==> config.mk <==
export PLATFORM = sky130hd
export DESIGN_NAME = redriver_lane_config
export DESIGN_NICKNAME = d
export VERILOG_FILES = /design/src/common/redriver_pkg.sv /design/src/core/redriver_lane_config.sv
export SDC_FILE = /design/constraint.sdc
export NUM_CORES = 1
export LEC_CHECK = 0
export ABC_AREA = 1
export BUFFER_PORTS_ARGS = -buffer_cell sky130_fd_sc_hd__buf_2
export CORE_MARGIN = 1
export CORE_UTILIZATION = 52
export CTS_CLUSTER_SIZE = 12
export DETAILED_ROUTE_END_ITERATION = 6
export PLACE_DENSITY = 0.82
export SETUP_SLACK_MARGIN = 0.02
export SYNTH_ARGS = -nofsm -noshare
export SYNTH_HDL_FRONTEND = slang
export SYNTH_SLANG_ARGS = --single-unit
==> constraint.sdc <==
create_clock -name clk -period 5.6 [get_ports clk]
set_clock_uncertainty 0.05 [all_clocks]
set_input_delay 0.56 -clock clk [delete_from_list [all_inputs] [get_ports clk]]
set_output_delay 0.56 -clock clk [all_outputs]
set_load 0.05 [all_outputs]
==> src/common/redriver_pkg.sv <==
// constants for the redriver lane configuration block: register map,
// field positions, reset values, strap levels and termination codes.
// assumes an 8-bit register space reached over a two-wire serial target.
package redriver_pkg;
  // ==========================================================================
  // register offsets
  localparam logic [7:0] OFS_TERM_CTL  = 8'h0B; // termination_control
  localparam logic [7:0] OFS_SWING_CTL = 8'h0C; // swing_control
  localparam logic [7:0] OFS_GEQ_CTL   = 8'h0D; // global_equalizer_control
  localparam logic [7:0] OFS_SD_STAT   = 8'h20; // signal_detect_status
  localparam logic [7:0] OFS_LEQ_A     = 8'h4E; // lane_equalizer_a
  localparam logic [7:0] OFS_LEQ_B     = 8'h4F; // lane_equalizer_b
  // ==========================================================================
  // reset values (global control, auto termination, detect enabled)
  localparam logic [7:0] RST_TERM_CTL  = 8'h11;
  localparam logic [7:0] RST_SWING_CTL = 8'h00;
  localparam logic [7:0] RST_GEQ_CTL   = 8'h00;
  localparam logic [7:0] RST_LEQ       = 8'h00;
  // ==========================================================================
  // field positions
  localparam int TERM_DETECT_EN_BIT = 0;  // signal_detect_enable
  localparam int TERM_RATIO_BIT     = 1;  // clock_ratio_flag
  localparam int TERM_SEL_LSB       = 3;  // termination select [4:3]
  localparam int TERM_DSLEW_BIT     = 6;  // data lane slow edges
  localparam int TERM_CSLEW_BIT     = 7;  // clock lane slow edges
  localparam int SWING_DATA_LSB     = 5;  // data_swing_field [7:5]
  localparam int SWING_CLK_LSB      = 2;  // clock_swing_field [4:2]
  localparam int GEQ_CLK_LSB        = 1;  // clock lane field [2:1]
  localparam int GEQ_DATA_LSB       = 3;  // data lane field [6:3]
  localparam int GEQ_INDEP_BIT      = 7;  // independent lane mode
  localparam int STAT_VALID_BIT     = 5;  // valid clock detected
  // ==========================================================================
  // three-level strap encodings
  localparam logic [1:0] LVL_LOW   = 2'b00;
  localparam logic [1:0] LVL_HIGH  = 2'b01;
  localparam logic [1:0] LVL_FLOAT = 2'b10;
  // termination select codes
  localparam logic [1:0] TERM_150_300 = 2'b00;
  localparam logic [1:0] TERM_NONE    = 2'b01;
  localparam logic [1:0] TERM_AUTO    = 2'b10;
  localparam logic [1:0] TERM_75_150  = 2'b11;
  // serial target address, arbitrary value
  localparam logic [6:0] TARGET_ADDR = 7'h2C;
endpackage : redriver_pkg

==> src/core/redriver_lane_config.sv <==
// register bank and configuration logic of a four-lane redriver.
// assumes rst_n is the output-enable pin, all pins synchronous to clk,
// and the analog side consuming the registered codes below.
`timescale 1ns/10ps
// Overview of operation
// - global 4-bit code selects sixteen rising gains
// - three-level strap pair maps to nine gains
// - independent mode takes per-lane register nibbles
// - clock lane uses own 2-bit field
// - no valid clock keeps lanes in standby
// - signal detect enable resets to enabled
// - detect result readable as status bit
// - 2-bit field selects source termination
// - termination strap selects from three levels
// - clock ratio flag forces 75-150 ohm
// - output enable low keeps transmitters off
// - swing fields route to data, clock lanes
// - clock slew by strap, both by register
// - flag follows snooped clock ratio bit
module redriver_lane_config
  import redriver_pkg::*;
#(
  parameter logic [6:0] TARGET_ADDRESS = TARGET_ADDR // serial target address
)(
  input  wire logic       clk,
  input  wire logic       rst_n,              // output-enable pin
  input  wire logic       scl_in,
  input  wire logic       sda_in,
  output logic            sda_out,
  output logic            sda_oe,
  input  wire logic       i2c_enable_pin,     // high: register programming
  input  wire logic [1:0] eq_strap_low_pin,   // three-level code
  input  wire logic [1:0] eq_strap_high_pin,  // three-level code
  input  wire logic [1:0] term_strap_pin,     // three-level code
  input  wire logic       slew_strap_pin,
  input  wire logic       clock_valid,        // analog detector result
  input  wire logic       snoop_ratio_valid,  // snooped ratio bit seen
  input  wire logic       snoop_ratio_value,
  input  wire logic       hpd_low,            // sink unplugged, clears flag
  output logic [3:0]      eq_d0,
  output logic [3:0]      eq_d1,
  output logic [3:0]      eq_d2,
  output logic [3:0]      eq_clock_lane,
  output logic [4:0]      receiver_equalizer_gain, // half-dB units, lane d0
  output logic [1:0]      term_select,
  output logic            tx_enable,
  output logic            data_input_enable,
  output logic [2:0]      data_swing_field,
  output logic [2:0]      clock_swing_field,
  output logic            clock_slew_slow,
  output logic            data_slew_slow,
  output logic            clock_ratio_flag
);
  // elaboration check: the general call address would answer every controller
  if (TARGET_ADDRESS == 7'h00)
  begin : g_bad_address
    $error("general call address not allowed");
  end

  // ==========================================================================
  // register storage
  logic [7:0] term_ctl;   // termination_control
  logic [7:0] swing_ctl;  // swing_control
  logic [7:0] geq_ctl;    // global_equalizer_control
  logic [7:0] leq_a;      // lane_equalizer_a
  logic [7:0] leq_b;      // lane_equalizer_b
  logic       valid_q;    // registered detect result

  // ==========================================================================
  // serial target state
  typedef enum logic [6:0] {
    ST_IDLE = 7'b0000001, ST_ADDR = 7'b0000010, ST_AACK = 7'b0000100,
    ST_WRITE = 7'b0001000, ST_WACK = 7'b0010000, ST_READ = 7'b0100000,
    ST_RACK = 7'b1000000
  } serial_state_type;
  serial_state_type state;
  logic [3:0] bit_cnt;    // bits of current byte
  logic [7:0] shreg;      // shift register
  logic [7:0] pointer;    // register pointer
  logic       first_byte; // next written byte is the pointer
  logic       read_mode;  // address byte had read bit
  logic       scl_q;      // previous scl
  logic       sda_q;      // previous sda

  wire scl_rise  = scl_in & ~scl_q;
  wire scl_fall  = ~scl_in & scl_q;
  wire start_cnd = scl_in & scl_q & sda_q & ~sda_in;
  wire stop_cnd  = scl_in & scl_q & ~sda_q & sda_in;
  wire byte_done = bit_cnt == 4'd8;
  wire addr_hit  = shreg[7:1] == TARGET_ADDRESS;
  // register write strobe at the falling edge ending the eighth bit of a data byte
  wire wr_stb    = (state == ST_WRITE) & scl_fall & byte_done & ~first_byte;

  // read mux; unmapped offsets read as zero
  logic [7:0] rd_data;
  always_comb
  begin
    unique case (pointer)
      OFS_TERM_CTL:  rd_data = term_ctl;
      OFS_SWING_CTL: rd_data = swing_ctl;
      OFS_GEQ_CTL:   rd_data = geq_ctl;
      OFS_SD_STAT:   rd_data = 8'(valid_q) << STAT_VALID_BIT;
      OFS_LEQ_A:     rd_data = leq_a;
      OFS_LEQ_B:     rd_data = leq_b;
      default:       rd_data = 8'h00;
    endcase
  end

  // edge history of the serial pins
  always_ff @(posedge clk or negedge rst_n)
  begin
    if (!rst_n)
    begin
      scl_q <= 1'b1;
      sda_q <= 1'b1;
    end
    else
    begin
      scl_q <= scl_in;
      sda_q <= sda_in;
    end
  end

  // serial target: start/stop override, sample on rise, drive on fall
  always_ff @(posedge clk or negedge rst_n)
  begin
    if (!rst_n)
    begin
      state      <= ST_IDLE;
      bit_cnt    <= 4'd0;
      shreg      <= 8'h00;
      pointer    <= 8'h00;
      first_byte <= 1'b0;
      read_mode  <= 1'b0;
      sda_oe     <= 1'b0;
    end
    else if (start_cnd)
    begin
      state   <= ST_ADDR;
      bit_cnt <= 4'd0;
      sda_oe  <= 1'b0;
    end
    else if (stop_cnd)
    begin
      state  <= ST_IDLE;
      sda_oe <= 1'b0;
    end
    else if (scl_rise)
    begin
      // master nack ends a read burst
      if (state == ST_RACK && sda_in)
        state <= ST_IDLE;
      else if (state inside {ST_ADDR, ST_WRITE})
      begin
        shreg   <= {shreg[6:0], sda_in};
        bit_cnt <= bit_cnt + 4'd1;
      end
      else if (state == ST_READ)
        bit_cnt <= bit_cnt + 4'd1;
    end
    else if (scl_fall)
    begin
      unique case (state)
        ST_ADDR:
        begin
          // ack only our own address
          if (byte_done && addr_hit)
          begin
            sda_oe    <= 1'b1;
            read_mode <= shreg[0];
            state     <= ST_AACK;
          end
          else if (byte_done)
            state <= ST_IDLE;
        end
        ST_AACK:
        begin
          bit_cnt    <= 4'd0;
          first_byte <= 1'b1;
          if (read_mode)
          begin
            shreg  <= {rd_data[6:0], 1'b0};
            sda_oe <= ~rd_data[7];
            state  <= ST_READ;
          end
          else
          begin
            sda_oe <= 1'b0;
            state  <= ST_WRITE;
          end
        end
        ST_WRITE:
        begin
          if (byte_done)
          begin
            sda_oe     <= 1'b1;
            first_byte <= 1'b0;
            // first byte sets the pointer, later bytes auto-increment it
            pointer    <= first_byte ? shreg : pointer + 8'd1;
            state      <= ST_WACK;
          end
        end
        ST_WACK:
        begin
          sda_oe  <= 1'b0;
          bit_cnt <= 4'd0;
          state   <= ST_WRITE;
        end
        ST_READ:
        begin
          if (byte_done)
          begin
            sda_oe  <= 1'b0;
            pointer <= pointer + 8'd1;
            state   <= ST_RACK;
          end
          else
          begin
            sda_oe <= ~shreg[7];
            shreg  <= {shreg[6:0], 1'b0};
          end
        end
        ST_RACK:
        begin
          bit_cnt <= 4'd0;
          shreg   <= {rd_data[6:0], 1'b0};
          sda_oe  <= ~rd_data[7];
          state   <= ST_READ;
        end
        ST_IDLE:
          sda_oe <= 1'b0;
      endcase
    end
  end

  // ==========================================================================
  // register writes; all fields return to their reset values while output enable is low
  always_ff @(posedge clk or negedge rst_n)
  begin
    if (!rst_n)
    begin
      term_ctl  <= RST_TERM_CTL;
      swing_ctl <= RST_SWING_CTL;
      geq_ctl   <= RST_GEQ_CTL;
      leq_a     <= RST_LEQ;
      leq_b     <= RST_LEQ;
    end
    else
    begin
      if (wr_stb && pointer == OFS_TERM_CTL)
        term_ctl <= shreg;
      // snoop set wins over unplug clear
      if (snoop_ratio_valid)
        term_ctl[TERM_RATIO_BIT] <= snoop_ratio_value;
      else if (hpd_low)
        term_ctl[TERM_RATIO_BIT] <= 1'b0;
      if (wr_stb && pointer == OFS_SWING_CTL)
        swing_ctl <= shreg;
      if (wr_stb && pointer == OFS_GEQ_CTL)
        geq_ctl <= shreg;
      if (wr_stb && pointer == OFS_LEQ_A)
        leq_a <= shreg;
      if (wr_stb && pointer == OFS_LEQ_B)
        leq_b <= shreg;
    end
  end

  // ==========================================================================
  // strap decoding; undefined level 11 is treated as floating
  // three-level strap gains
  function automatic logic [3:0] strap_eq(input logic [1:0] hi, input logic [1:0] lo);
    logic [1:0] h;
    logic [1:0] l;
    h = (hi == LVL_LOW) ? 2'd0 : (hi == LVL_HIGH) ? 2'd2 : 2'd1;
    l = (lo == LVL_LOW) ? 2'd0 : (lo == LVL_HIGH) ? 2'd2 : 2'd1;
    unique case ({h, l})
      4'h0: strap_eq = 4'h0;  // 00 2 dB
      4'h1: strap_eq = 4'h1;  // 0Z 3 dB
      4'h2: strap_eq = 4'h3;  // 01 5 dB
      4'h4: strap_eq = 4'h4;  // Z0 6.5 dB
      4'h5: strap_eq = 4'h6;  // ZZ 8.5 dB
      4'h6: strap_eq = 4'h8;  // Z1 10 dB
      4'h8: strap_eq = 4'h9;  // 10 11 dB
      4'h9: strap_eq = 4'hD;  // 1Z 14.5 dB
      default: strap_eq = 4'hF; // 11 15.5 dB
    endcase
  endfunction : strap_eq

  // code to gain in half-dB steps, strictly rising
  function automatic logic [4:0] gain_half_db(input logic [3:0] code);
    logic [4:0] table_v [16];
    table_v = '{5'h04, 5'h06, 5'h08, 5'h0A, 5'h0D, 5'h0F, 5'h11, 5'h12,
                5'h14, 5'h16, 5'h18, 5'h1A, 5'h1C, 5'h1D, 5'h1E, 5'h1F};
    gain_half_db = table_v[code];
  endfunction : gain_half_db

  // ==========================================================================
  // effective lane codes, lane order d2, d1, d0, clock
  wire        indep     = geq_ctl[GEQ_INDEP_BIT];
  wire [15:0] lane_nib  = {leq_b, leq_a};
  wire [3:0]  strap_code = strap_eq(eq_strap_high_pin, eq_strap_low_pin);
  logic [3:0] next_code [4];
  genvar g;
  generate
    for (g = 0; g < 4; g = g + 1)
    begin : g_lane
      assign next_code[g] = !i2c_enable_pin ? strap_code :
                            indep ? lane_nib[4*g +: 4] :
                            (g == 3) ? {2'b00, geq_ctl[GEQ_CLK_LSB +: 2]} :
                            geq_ctl[GEQ_DATA_LSB +: 4];
    end
  endgenerate

  // termination: strap levels or field, ratio flag forces 75-150
  wire [1:0] strap_term = (term_strap_pin == LVL_LOW)  ? TERM_150_300 :
                          (term_strap_pin == LVL_HIGH) ? TERM_75_150 : TERM_NONE;
  wire [1:0] reg_term   = term_ctl[TERM_SEL_LSB +: 2];
  wire       ratio      = term_ctl[TERM_RATIO_BIT];
  wire [1:0] sel_term   = !i2c_enable_pin ? strap_term :
                          (reg_term == TERM_AUTO) ? TERM_NONE : reg_term;
  wire [1:0] next_term  = ratio ? TERM_75_150 : sel_term;
  wire       standby    = term_ctl[TERM_DETECT_EN_BIT] & ~clock_valid;

  // ==========================================================================
  // registered outputs; reset holds transmitters off
  always_ff @(posedge clk or negedge rst_n)
  begin
    if (!rst_n)
    begin
      // outputs off while enable pin low
      tx_enable               <= 1'b0;
      data_input_enable       <= 1'b0;
      eq_d2                   <= 4'h0;
      eq_d1                   <= 4'h0;
      eq_d0                   <= 4'h0;
      eq_clock_lane           <= 4'h0;
      receiver_equalizer_gain <= 5'h04;
      term_select             <= TERM_150_300;
      data_swing_field        <= 3'b000;
      clock_swing_field       <= 3'b000;
      clock_slew_slow         <= 1'b0;
      data_slew_slow          <= 1'b0;
      clock_ratio_flag        <= 1'b0;
      valid_q                 <= 1'b0;
      sda_out                 <= 1'b0;
    end
    else
    begin
      tx_enable               <= ~standby;
      data_input_enable       <= ~standby;
      eq_d2                   <= next_code[0];
      eq_d1                   <= next_code[1];
      eq_d0                   <= next_code[2];
      eq_clock_lane           <= next_code[3];
      receiver_equalizer_gain <= gain_half_db(next_code[2]);
      term_select             <= next_term;
      data_swing_field        <= swing_ctl[SWING_DATA_LSB +: 3];
      clock_swing_field       <= swing_ctl[SWING_CLK_LSB +: 3];
      clock_slew_slow         <= i2c_enable_pin ? term_ctl[TERM_CSLEW_BIT] : slew_strap_pin;
      data_slew_slow          <= i2c_enable_pin & term_ctl[TERM_DSLEW_BIT];
      clock_ratio_flag        <= ratio;
      valid_q                 <= clock_valid;
      sda_out                 <= 1'b0;
    end
  end

  // checks start one edge after release, so no attempt begins at the release
  // edge itself and compares against outputs still held in reset
  logic live_q; // high from the first edge after reset release
  always_ff @(posedge clk or negedge rst_n)
  begin
    if (!rst_n)
      live_q <= 1'b0;
    else
      live_q <= 1'b1;
  end

  logic wr_seen; // any register write since reset
  always_ff @(posedge clk or negedge rst_n)
  begin
    if (!rst_n)
      wr_seen <= 1'b0;
    else if (wr_stb)
      wr_seen <= 1'b1;
  end
endmodule : redriver_lane_config

==> results of run 1 <==
[registers in the layout (all words and copies together) (netlist names), 5 cells and up]
name / count
term_ctl: 8
receiver_equalizer_gain: 5
swing_ctl: 8
leq_a: 8
geq_ctl: 8
leq_b: 8
shreg: 8
state: 7
pointer: 8
[layer usage]
| layer | share of wire [%] | track usage (%) |
|---|---|---|
| met2 | 50 | 40.9 |
| met5 | 0 | 0 |
| met1 | 42 | 30.7 |
| met4 | 2.2 | 8.27 |
| met3 | 6.5 | 6.08 |
[stage by stage]
| step | instances | util (%) | hold WS (ns) |
|---|---|---|---|
| floorplan | 691 | - | 0.214 |
| global placement | 858 | 58.0 | 0.344 |
| detailed placement | 858 | 58.0 | 0.348 |
| CTS | 874 | 59.9 | 0.115 |
| global route | 874 | 59.9 | 0.139 |
| finish | 874 | 59.9 | 0.0936 |
[cell type report]
cell class              count  share of cell area, %
multi-input cells         494                   40.4
clock inverters             6                  0.966
inverters                  74                   4.70
well taps                 133                   2.79
flip-flops and latches    106                   44.6
repair buffers             51                   4.37
clock buffers              10                   2.14
[how the worst min path moves through the flow]
stage / start / end / slack [ns] / cells after the start
finish: rst_n / clock_slew_slow / 0.09 / 1
global route: rst_n / clock_slew_slow / 0.14 / 1
CTS: rst_n / clock_slew_slow / 0.11 / 1
detailed placement: swing_ctl[6] / data_swing_field[1] / 0.35 / 0
global placement: swing_ctl[3] / clock_swing_field[1] / 0.34 / 0
floorplan: rst_n / bit_cnt[0] / 0.21 / 0
[cells in the final DEF (no fill, tap or decap), types with 2 or more instances in the layout]
cell	instances
buf_2	49
clkinv_4	3
inv_2	18
o21ai_0	21
o21ai_1	58
dfstp_2	6
inv_1	55
ha_1	14
o211ai_1	5
dfrtp_1	100
clkbuf_8	9
nand3_1	55
a221o_1	2
nand3_4	2
nor2_2	3
nand3_2	4
a21oi_1	15
nor2_4	5
nand2_1	204
nor2_1	70
inv_8	2
nand2_2	9
nand4_1	5
buf_4	2
xor2_1	3
or2_2	5
nor3_1	5
[where the power goes]
group / internal (mW) / total [mW] / switching [mW]
sequential: 0.810 / 0.851 / 0.0412
combinational: 0.0637 / 0.275 / 0.211
clock: 0.172 / 0.450 / 0.278
total: 1.05 / 1.58 / 0.530
[worst reg2reg max path, stage by stage, from the launching register on]
cell,delay (ns)
dfrtp_1,0.42
inv_1,0.09
ha_1,0.16
nand2_1,0.06
nor2_2,0.14
inv_2,0.09
nor2_1,0.12
nand3_1,0.09
nor2_1,0.53
inv_1,0.22
a21oi_1,0.19
a21oi_1,0.06
[cell families (layout without fill, tap and decap cells)]
| kind of cell | after synthesis | in the layout | synth area share (%) |
|---|---|---|---|
| other cells | 1 | 1 | 0.0688 |
| flops | 106 | 106 | 48.8 |
| fa+ha+maj | 14 | 14 | 3.22 |
| xor+xnor | 3 | 3 | 0.482 |
| simple gates | 371 | 371 | 30.2 |
| compound gates | 105 | 105 | 10.2 |
| buf+inv | 91 | 141 | 6.96 |
==> reports/metrics.cfg, run 1 <==
[sta]
layout_setup_ws_ns = 3.27
max_slew_margin_pct = 48.2
fin_setup_tns_ns = 0
rsz0062_at_grt = no
hold_viol = 0
min_period_ns = 2.33
tightest_slew_ns = 0.777
fmax_mhz = 429
setup-violations-final = 0
slew_violations = 0
fin_crit_sh_pct = 41.6

[yosys]
synth_edf_count = 0
synth_area_leaders = dfrtp_1 46%, nand2_1 14%, o21ai_1 5.3%, nand3_1 5.1%, nor2_1 4.8%
synth_fp_nets = 721
synth_area_um2 = 5450
synth_top_area_share_pct = 45.9
ys_ff_latch = 106
yosysWarnings = 0
synth_flop_cell = dfrtp_1
ys_seq_area_share_pct = 48.8
yosys.cell_count.top_type = nand2_1
synthArstFlopShare_pct = 100
synth_area_per_cell_um2 = 7.88
synth_common_cells = 204 x nand2_1, 100 x dfrtp_1, 70 x nor2_1, 58 x o21ai_1
yosysUniqueCellTypes = 35
syn_inst = 691
synth_top_area_cell = dfrtp_1

[routing]
wirelength_mm = 12.6
vias = 4728
first_pass_iters = 5
drc = 0
vias_per_cell = 5.41
initialDrtViolationCount = 276
ant_nets = 0
avgRoutedWirePerCell_um = 14.4

[floorplan]
core-area_um2 = 9950
row_count = 36
fp.dieW_um = 104
dieArea_um2 = 10900
initial_core_util_pct = 54.7
dieHeight_um = 104
ios = 52

[clock_network]
clock_latency_ns = 0.38
clk_path_buf_depth = 2
root_buffer = clkbuf_8
cts_tree = built
cts_resized = 0
htreeDepth = 3
postCtsSetupRepairBufs = 0
numClockSinks = 106
clk_pin_slew_worst_paths_ns = 0.11
cts_made_buffers = 9
hold_buffers = 0

[cells_and_area]
drive_above_1_share_pct = 16.5
seq_area_um2 = 2660
antenna_cells = 0
fillers = 898
multi_input_area_um2 = 2410
layout.nets = 766
fin_area_um2 = 5960
area_growth_pct = 9.42

[power_and_ir_drop]
total_power_mw = 1.58
irDropWorstVdd_uv = 172
total_leakage_power_nw = 3.06
p_per_area_nw_per_um2 = 264

[critical_path]
r2r_setup_slack_ns = 3.27
crit_path_end_kind = flip-flop
crit_required_ns = 5.82
r2r-start = bit_cnt[0]
reg2reg_depth = 11
cp.arrival_ns = 2.55
cp_num_buf_inv = 3
critical-path-top-delay-family = simple AND/OR/NAND/NOR gates
cpPeakStageDelay_ns = 0.53
slowest_stage = nor2_1
crit_chain = inv_1 > ha_1 > nand2_1 > nor2_2 > inv_2 > nor2_1 > nand3_1 > nor2_1 > inv_1 > a21oi_1 > a21oi_1
crit_type = reg -> reg
cp-startpoint = bit_cnt[0]
critPathLaunchType = flip-flop
reg2reg_to = pointer[2]
cp_max_fo = 12
setup.worst_path.end = pointer[2]
path_depth = 11

[global_routing]
grt_max_degree = 63
grt_pass1_wl_mm = 21.1
grt.overflow.total = 0
grt_pass1_vias = 4464
grt_use_total_pct = 24.4
antenna_found_initial = 0

[status]
outcome = finished clean

[placement]
numPortBuffers = 50
dpl.hpwl_mm = 9.34
pre_cts_ws_ns = 2.98
place_congestion = 0.928
post_dp_cell_area_um2 = 5780

[run]
max_cap_viol_count = 0

[worst_hold_path]
holdCritPathClass = in -> async

Power figures use the tool's default switching activity.
==> run 2: changes to the inputs <==
--- a/config.mk
+++ b/config.mk
@@ -5,7 +5,7 @@
 export SDC_FILE = /design/constraint.sdc
 export NUM_CORES = 1
 export LEC_CHECK = 0
-export ABC_AREA = 1
+export ABC_AREA = 0
 export BUFFER_PORTS_ARGS = -buffer_cell sky130_fd_sc_hd__buf_2
 export CORE_MARGIN = 1
 export CORE_UTILIZATION = 52
==> constraint.sdc (replaced) <==
create_clock -name clk -period 2.3 [get_ports clk]
set_clock_uncertainty 0.05 [all_clocks]
set_input_delay 0.23 -clock clk [delete_from_list [all_inputs] [get_ports clk]]
set_output_delay 0.23 -clock clk [all_outputs]
set_load 0.05 [all_outputs]
==> run 2 against run 1 <==
Critical path depth decreased by 6. Setup slack got worse by 3.1 ns. Via count decreased by 7.2%. Highest routed layer unchanged. Largest cell class is now multi-input gates. Largest power group unchanged. Critical path type unchanged.
==> reports/metrics.cfg, run 2 <==
[routing]
ant_nets = 0  ; unchanged
vias_per_cell = 5.98  ; +11%
vias = 4387  ; -7.2%
wirelength_mm = 13.1  ; +4.2%
drc = 0  ; unchanged
first_pass_iters = 5  ; unchanged
avgRoutedWirePerCell_um = 17.9  ; +24%
initialDrtViolationCount = 301  ; +9.1%

[yosys]
synth_top_area_share_pct = 45.2  ; -0.70 points
synth_edf_count = 0  ; unchanged
ys_ff_latch = 106  ; unchanged
synth_top_area_cell = dfrtp_1
synthArstFlopShare_pct = 100  ; unchanged
synth_flop_cell = dfrtp_1
yosysUniqueCellTypes = 73  ; +110%
syn_inst = 512  ; -26%
synth_common_cells = 100 x dfrtp_1, 49 x mux2_2, 40 x nand2_1, 25 x o21ai_0, 23 x a21oi_1
ys_seq_area_share_pct = 48.1  ; -0.74 points
synth_fp_nets = 542  ; -25%
synth_area_um2 = 5530  ; +1.5%
yosysWarnings = 0  ; unchanged
yosys.cell_count.top_type = dfrtp_1
synth_area_leaders = dfrtp_1 45%, mux2_2 10%, ha_1 3.2%, dfstp_2 2.9%, nand2_1 2.7%
synth_area_per_cell_um2 = 10.8  ; +37%

[critical_path]
crit_type = reg -> reg
cp_max_fo = 11  ; -1
reg2reg_depth = 5  ; -6
crit_path_end_kind = flip-flop
r2r-start = state[6]
cp.arrival_ns = 2.38  ; -0.17 ns
crit_required_ns = 2.51  ; -3.31 ns
cp_num_buf_inv = 0  ; -3
cpMostUsedCell = mux2_2
critical-path-top-delay-family = multiplexers
slowest_stage = dfrtp_1
path_depth = 5  ; -6
cpPeakStageDelay_ns = 0.55  ; +0.02 ns
critPathLaunchType = flip-flop
cp-startpoint = state[6]
crit_chain = nor2_2 > mux2_2 > o41ai_4 > o211ai_4 > mux2_2

[placement]
post_dp_cell_area_um2 = 6140  ; +6.2%
place_congestion = 0.962  ; +3.7%
numPortBuffers = 50  ; unchanged
dpl.hpwl_mm = 9.59  ; +2.6%

[sta]
tightest_slew_ns = 0.582  ; -0.195 ns
fin_crit_sh_pct = 94.2  ; +53 points
rsz0062_at_grt = no
hold_viol = 0  ; unchanged
slew_violations = 0  ; unchanged
max_slew_margin_pct = 60.7  ; +13 points
fmax_mhz = 461  ; +7.5%
fin_setup_tns_ns = 0  ; unchanged
setup-violations-final = 0  ; unchanged
min_period_ns = 2.17  ; -0.162 ns

[cells_and_area]
seq_area_um2 = 2660  ; about the same
mostFrequentLayoutCell = dfrtp_1
antenna_cells = 0  ; unchanged
area_growth_pct = 16.0
layout.nets = 622  ; -19%
multi_input_area_um2 = 2680  ; +11%
fin_area_um2 = 6420  ; +7.7%
final_cell_mix = 99 x dfrtp_1, 49 x mux2_2, 49 x buf_2
drive_above_1_share_pct = 32.0  ; +16 points
fillers = 817  ; -9.0%

[floorplan]
core-area_um2 = 10300  ; +3.7%
ios = 52  ; unchanged
initial_core_util_pct = 53.6  ; -1.1 points
dieHeight_um = 105  ; +0.75%
row_count = 37  ; +2.8%
dieArea_um2 = 11100  ; +1.5%
fp.dieW_um = 105  ; +0.75%

[clock_network]
clk_path_buf_depth = 2  ; unchanged
clk_pin_slew_worst_paths_ns = 0.11  ; about the same
cts_made_buffers = 9  ; unchanged
cts_tree = built
root_buffer = clkbuf_8
numClockSinks = 106  ; unchanged
htreeDepth = 3  ; unchanged
clock_latency_ns = 0.38  ; about the same

[power_and_ir_drop]
total_leakage_power_nw = 3.06  ; about the same
irDropWorstVdd_uv = 414  ; +140%
p_per_area_nw_per_um2 = 664  ; +150%

[global_routing]
grt_max_degree = 43  ; -32%
grt_pass1_vias = 4274  ; -4.3%
grt_use_total_pct = 25.2  ; +0.82 points
grt.overflow.total = 0  ; unchanged
grt_pass1_wl_mm = 21.7  ; +3.2%
antenna_found_initial = 0  ; unchanged

[worst_hold_path]
holdPathStages = 2
min_from = slew_strap_pin
holdCritPathClass = in -> reg

[status]
outcome = finished clean

[run]
max_cap_viol_count = 0  ; unchanged

run 2: layout make-up:
type | count | share of cell area, %
inverters | 21 | 1.23
multi-input cells | 360 | 41.7
repair buffers | 94 | 9.75
well taps | 136 | 2.65
clock inverters | 7 | 1.25
clock buffers | 9 | 1.93
flip-flops and latches | 106 | 41.5
run 2: per-layer routing:
layer	vias to the layer above	GRT usage, %	share of wire, %
li1	2037	-	-
met1	2151	34.7	45
met2	177	41.2	47
met3	22	3.87	6.7
met4	0	7.85	1.8
met5	-	0	0
run 2: logic make-up (layout without fill, tap and decap cells):
logic type	Yosys count	in the layout	synth area share (%)
AO/OA/AOI/OAI	130	130	16.8
AND/OR/NAND/NOR	153	153	15.9
XOR/XNOR	5	5	0.792
flip-flops	106	106	48.1
adder cells (fa/ha/maj)	14	14	3.17
multiplexers	57	57	11.5
buffers and inverters	46	131	3.62
other	1	1	0.0678
run 2: what timing repair did:
action,4_1_cts,5_1_grt
hold buffers,7,0
resized for setup,0,4
endpoints found under the hold margin,26,0
setup endpoints to repair,0,20
buffers inserted,0,0
run 2: final timing paths:
kind                                        end  slack [ns]
min in group asynchronous              state[6]        0.25
hold / removal                  clock_slew_slow        0.05
max in group asynchronous                 sda_q        1.30
hold reg to reg            clock_swing_field[0]        0.37
setup / recovery                       shreg[6]        0.13
setup reg to reg                       shreg[6]        0.13
run 2: report_power, final:
| group | internal [mW] | total (mW) | switching [mW] |
|---|---|---|---|
| registers | 2.00 | 2.18 | 0.178 |
| logic | 0.348 | 0.946 | 0.598 |
| clock network | 0.435 | 1.14 | 0.702 |
| total | 2.78 | 4.26 | 1.48 |
run 2: stage by stage:
stage	power [mW]	worst slack (ns)	cells	hold slack (ns)	util, %
6_report	4.26	0.133	733	0.0507	62.2
5_1_grt	4.46	0.0448	733	0.0422	62.2
4_1_cts	4.28	0.119	733	0.0367	62.1
3_5_place_dp	3.14	0.142	710	0.122	59.4
3_3_place_gp	3.11	0.171	710	0.116	59.4
2_1_floorplan	2.74	0.124	512	-0.116	-
run 2: worst register-to-register path, cell delays in order (launching register included):
cell	delay, ns
dfrtp_1	0.55
nor2_2	0.21
mux2_2	0.39
o41ai_4	0.30
o211ai_4	0.23
mux2_2	0.34
==> run 3: changes to the inputs <==
--- a/config.mk
+++ b/config.mk
@@ -7,11 +7,13 @@
 export LEC_CHECK = 0
 export ABC_AREA = 0
 export BUFFER_PORTS_ARGS = -buffer_cell sky130_fd_sc_hd__buf_2
+export CELL_PAD_IN_SITES_DETAIL_PLACEMENT = 0
+export CELL_PAD_IN_SITES_GLOBAL_PLACEMENT = 2
 export CORE_MARGIN = 1
-export CORE_UTILIZATION = 52
+export CORE_UTILIZATION = 39
 export CTS_CLUSTER_SIZE = 12
 export DETAILED_ROUTE_END_ITERATION = 6
-export PLACE_DENSITY = 0.82
+export PLACE_DENSITY = 0.9
 export SETUP_SLACK_MARGIN = 0.02
 export SYNTH_ARGS = -nofsm -noshare
 export SYNTH_HDL_FRONTEND = slang
==> run 3 against run 2 <==
Sequential power is essentially flat. Critical path depth is the same. Die area rose by 33%. First-iteration DRC count rose by 14%. Combinational power is 0.5% higher. Clock power rose by 32%. Sequential share of layout area is 0.78 points lower. Final cell count increased by 6.0%. Register-to-register slack hardly changed. Via count is 3.1% lower.
==> reports/metrics.cfg, run 3 (synthesis gave the netlist of run 2 again) <==
[critical_path]
reg2reg_depth = 5  ; unchanged
setup.worst_path.end = state[3]
crit_chain = or4_1 > nor4_2 > o32a_2 > o21a_4 > mux2_4
cp_num_buf_inv = 0  ; unchanged
crit_path_end_kind = flip-flop
r2r_setup_slack_ns = 0.14  ; about the same
slowest_stage = or4_1
crit_required_ns = 2.49  ; -0.02 ns
cp-startpoint = state[5]
cpPeakStageDelay_ns = 0.58  ; +0.03 ns
critical-path-top-delay-family = simple AND/OR/NAND/NOR gates
cp_max_fo = 9  ; -2
r2r-start = state[5]
crit_type = reg -> reg
cp.arrival_ns = 2.34  ; -0.04 ns
reg2reg_to = state[3]
critPathLaunchType = flip-flop
path_depth = 5  ; unchanged

[global_routing]
grt_pass1_wl_mm = 22.3  ; +2.5%
grt.overflow.total = 0  ; unchanged
antenna_found_initial = 0  ; unchanged
grt_max_degree = 42  ; -2.3%
grt_pass1_vias = 4097  ; -4.1%
grt_use_total_pct = 19.8  ; -5.4 points

[routing]
initialDrtViolationCount = 342  ; +14%
wirelength_mm = 13.6  ; +3.3%
ant_nets = 0  ; unchanged
vias_per_cell = 5.47  ; -8.6%
vias = 4250  ; -3.1%
avgRoutedWirePerCell_um = 17.5  ; -2.6%
first_pass_iters = 5  ; unchanged
drc = 0  ; unchanged

[power_and_ir_drop]
p_per_area_nw_per_um2 = 709  ; +6.9%
p_int_mw = 3.21  ; +15%
switching_share_pct = 30.9  ; -3.8 points
p_seq_share_pct = 47.1  ; -4.0 points
clock_power_share_pct = 32.4  ; +5.7 points
switchingPower_mw = 1.43  ; -3.1%
pwr-share-comb_pct = 20.5  ; -1.7 points
irDropWorstVdd_uv = 611  ; +48%
total_leakage_power_nw = 3.09  ; +1.1%

[cells_and_area]
final_cell_mix = 99 x dfrtp_1, 49 x mux2_2, 49 x buf_2
layout.nets = 622  ; unchanged
drive_above_1_share_pct = 31.8  ; -0.17 points
mostFrequentLayoutCell = dfrtp_1
final_util_pct = 47.1  ; -15 points
antenna_cells = 0  ; unchanged
area_growth_pct = 18.3

[sta]
fmax_mhz = 463  ; +0.41%
tightest_slew_ns = 0.630  ; +0.0486 ns
fin_crit_sh_pct = 93.9  ; -0.38 points
rsz0062_at_grt = yes
min_period_ns = 2.16  ; -0.00877 ns
max_slew_margin_pct = 57.5  ; -3.3 points
fin_setup_tns_ns = 0  ; unchanged
hold_viol = 0  ; unchanged
slew_violations = 0  ; unchanged
setup-violations-final = 0  ; unchanged

[floorplan]
dieHeight_um = 121  ; +15%
ios = 52  ; unchanged
core-area_um2 = 13900  ; +34%
dieArea_um2 = 14700  ; +33%
fp.dieW_um = 121  ; +15%
row_count = 43  ; +16%
initial_core_util_pct = 39.9  ; -14 points

[placement]
place_congestion = 0.869  ; -9.6%
dpl.hpwl_mm = 10.1  ; +4.8%
numPortBuffers = 50  ; unchanged

[status]
outcome = finished clean

[clock_network]
htreeDepth = 3  ; unchanged
root_buffer = clkbuf_16
numClockSinks = 106  ; unchanged
clk_path_buf_depth = 2  ; unchanged
cts_tree = built
clk_pin_slew_worst_paths_ns = 0.07  ; -0.04 ns
cts_made_buffers = 9  ; unchanged
clock_latency_ns = 0.35  ; -0.03 ns
postCtsSetupRepairBufs = 0  ; unchanged

[worst_hold_path]
holdCritPathClass = in -> reg

[run]
max_cap_viol_count = 0  ; unchanged

==> run 3: area by class of cell <==
class | instances | area (um^2)
multi-input cells | 360 | 2690
inverters | 21 | 78.8
flip-flops and latches | 106 | 2660
well taps | 180 | 225
clock inverters | 3 | 42.5
repair buffers | 94 | 608
clock buffers | 13 | 240
fillers | 1287 | 7340
==> run 3: timing repair <==
action	CTS	global route
endpoints found under the setup margin	1	42
gates cloned	0	0
hold endpoints to repair	41	0
hold buffers	5	0
gates resized for setup	1	3
==> run 3: worst min path at each step <==
stage | end | startpoint | depth (start not counted)
after floorplan | bit_cnt[0] | rst_n | 0
after global placement | eq_d0[3] | rst_n | 1
after detailed placement | receiver_equalizer_gain[3] | rst_n | 1
after CTS | term_ctl[1] | snoop_ratio_valid | 2
after global routing | term_ctl[1] | snoop_ratio_valid | 2
final | term_ctl[1] | snoop_ratio_valid | 2
==> run 3: power groups by stage <==
| stage | sequential [mW] | clock [mW] | combinational [mW] |
|---|---|---|---|
| after floorplan | 2.28 | 0 | 0.462 |
| after global placement | 2.21 | 0 | 0.936 |
| after detailed placement | 2.21 | 0 | 0.940 |
| after CTS | 2.18 | 1.54 | 0.953 |
| after global routing | 2.20 | 1.63 | 1.03 |
| final | 2.19 | 1.50 | 0.951 |
==> run 3: per-layer routing <==
layer / GRT usage, % / wire [um]
met5: 0 / 0
met4: 5.71 / 191
met3: 3.99 / 695
met2: 29.1 / 6090
met1: 29.2 / 6590
==> run 3: worst reg2reg max path, cell delays in order (launching register included) <==
cell and delay [ns]:
dfrtp_1 0.51, or4_1 0.58, nor4_2 0.25, o32a_2 0.22, o21a_4 0.14, mux2_4 0.29
==> run 3: metrics by stage <==
stage	std cells	power, mW	worst slack, ns	hold WS, ns	cell area (um^2)
3_3_place_gp	756	3.15	0.119	0.192	6190
6_report	777	4.64	0.141	0.0269	6540
4_1_cts	777	4.67	0.0825	0.0151	6530
2_1_floorplan	512	2.74	0.124	-0.116	5530
3_5_place_dp	756	3.15	0.0302	0.193	6190
5_1_grt	777	4.86	0.0166	0.0269	6540
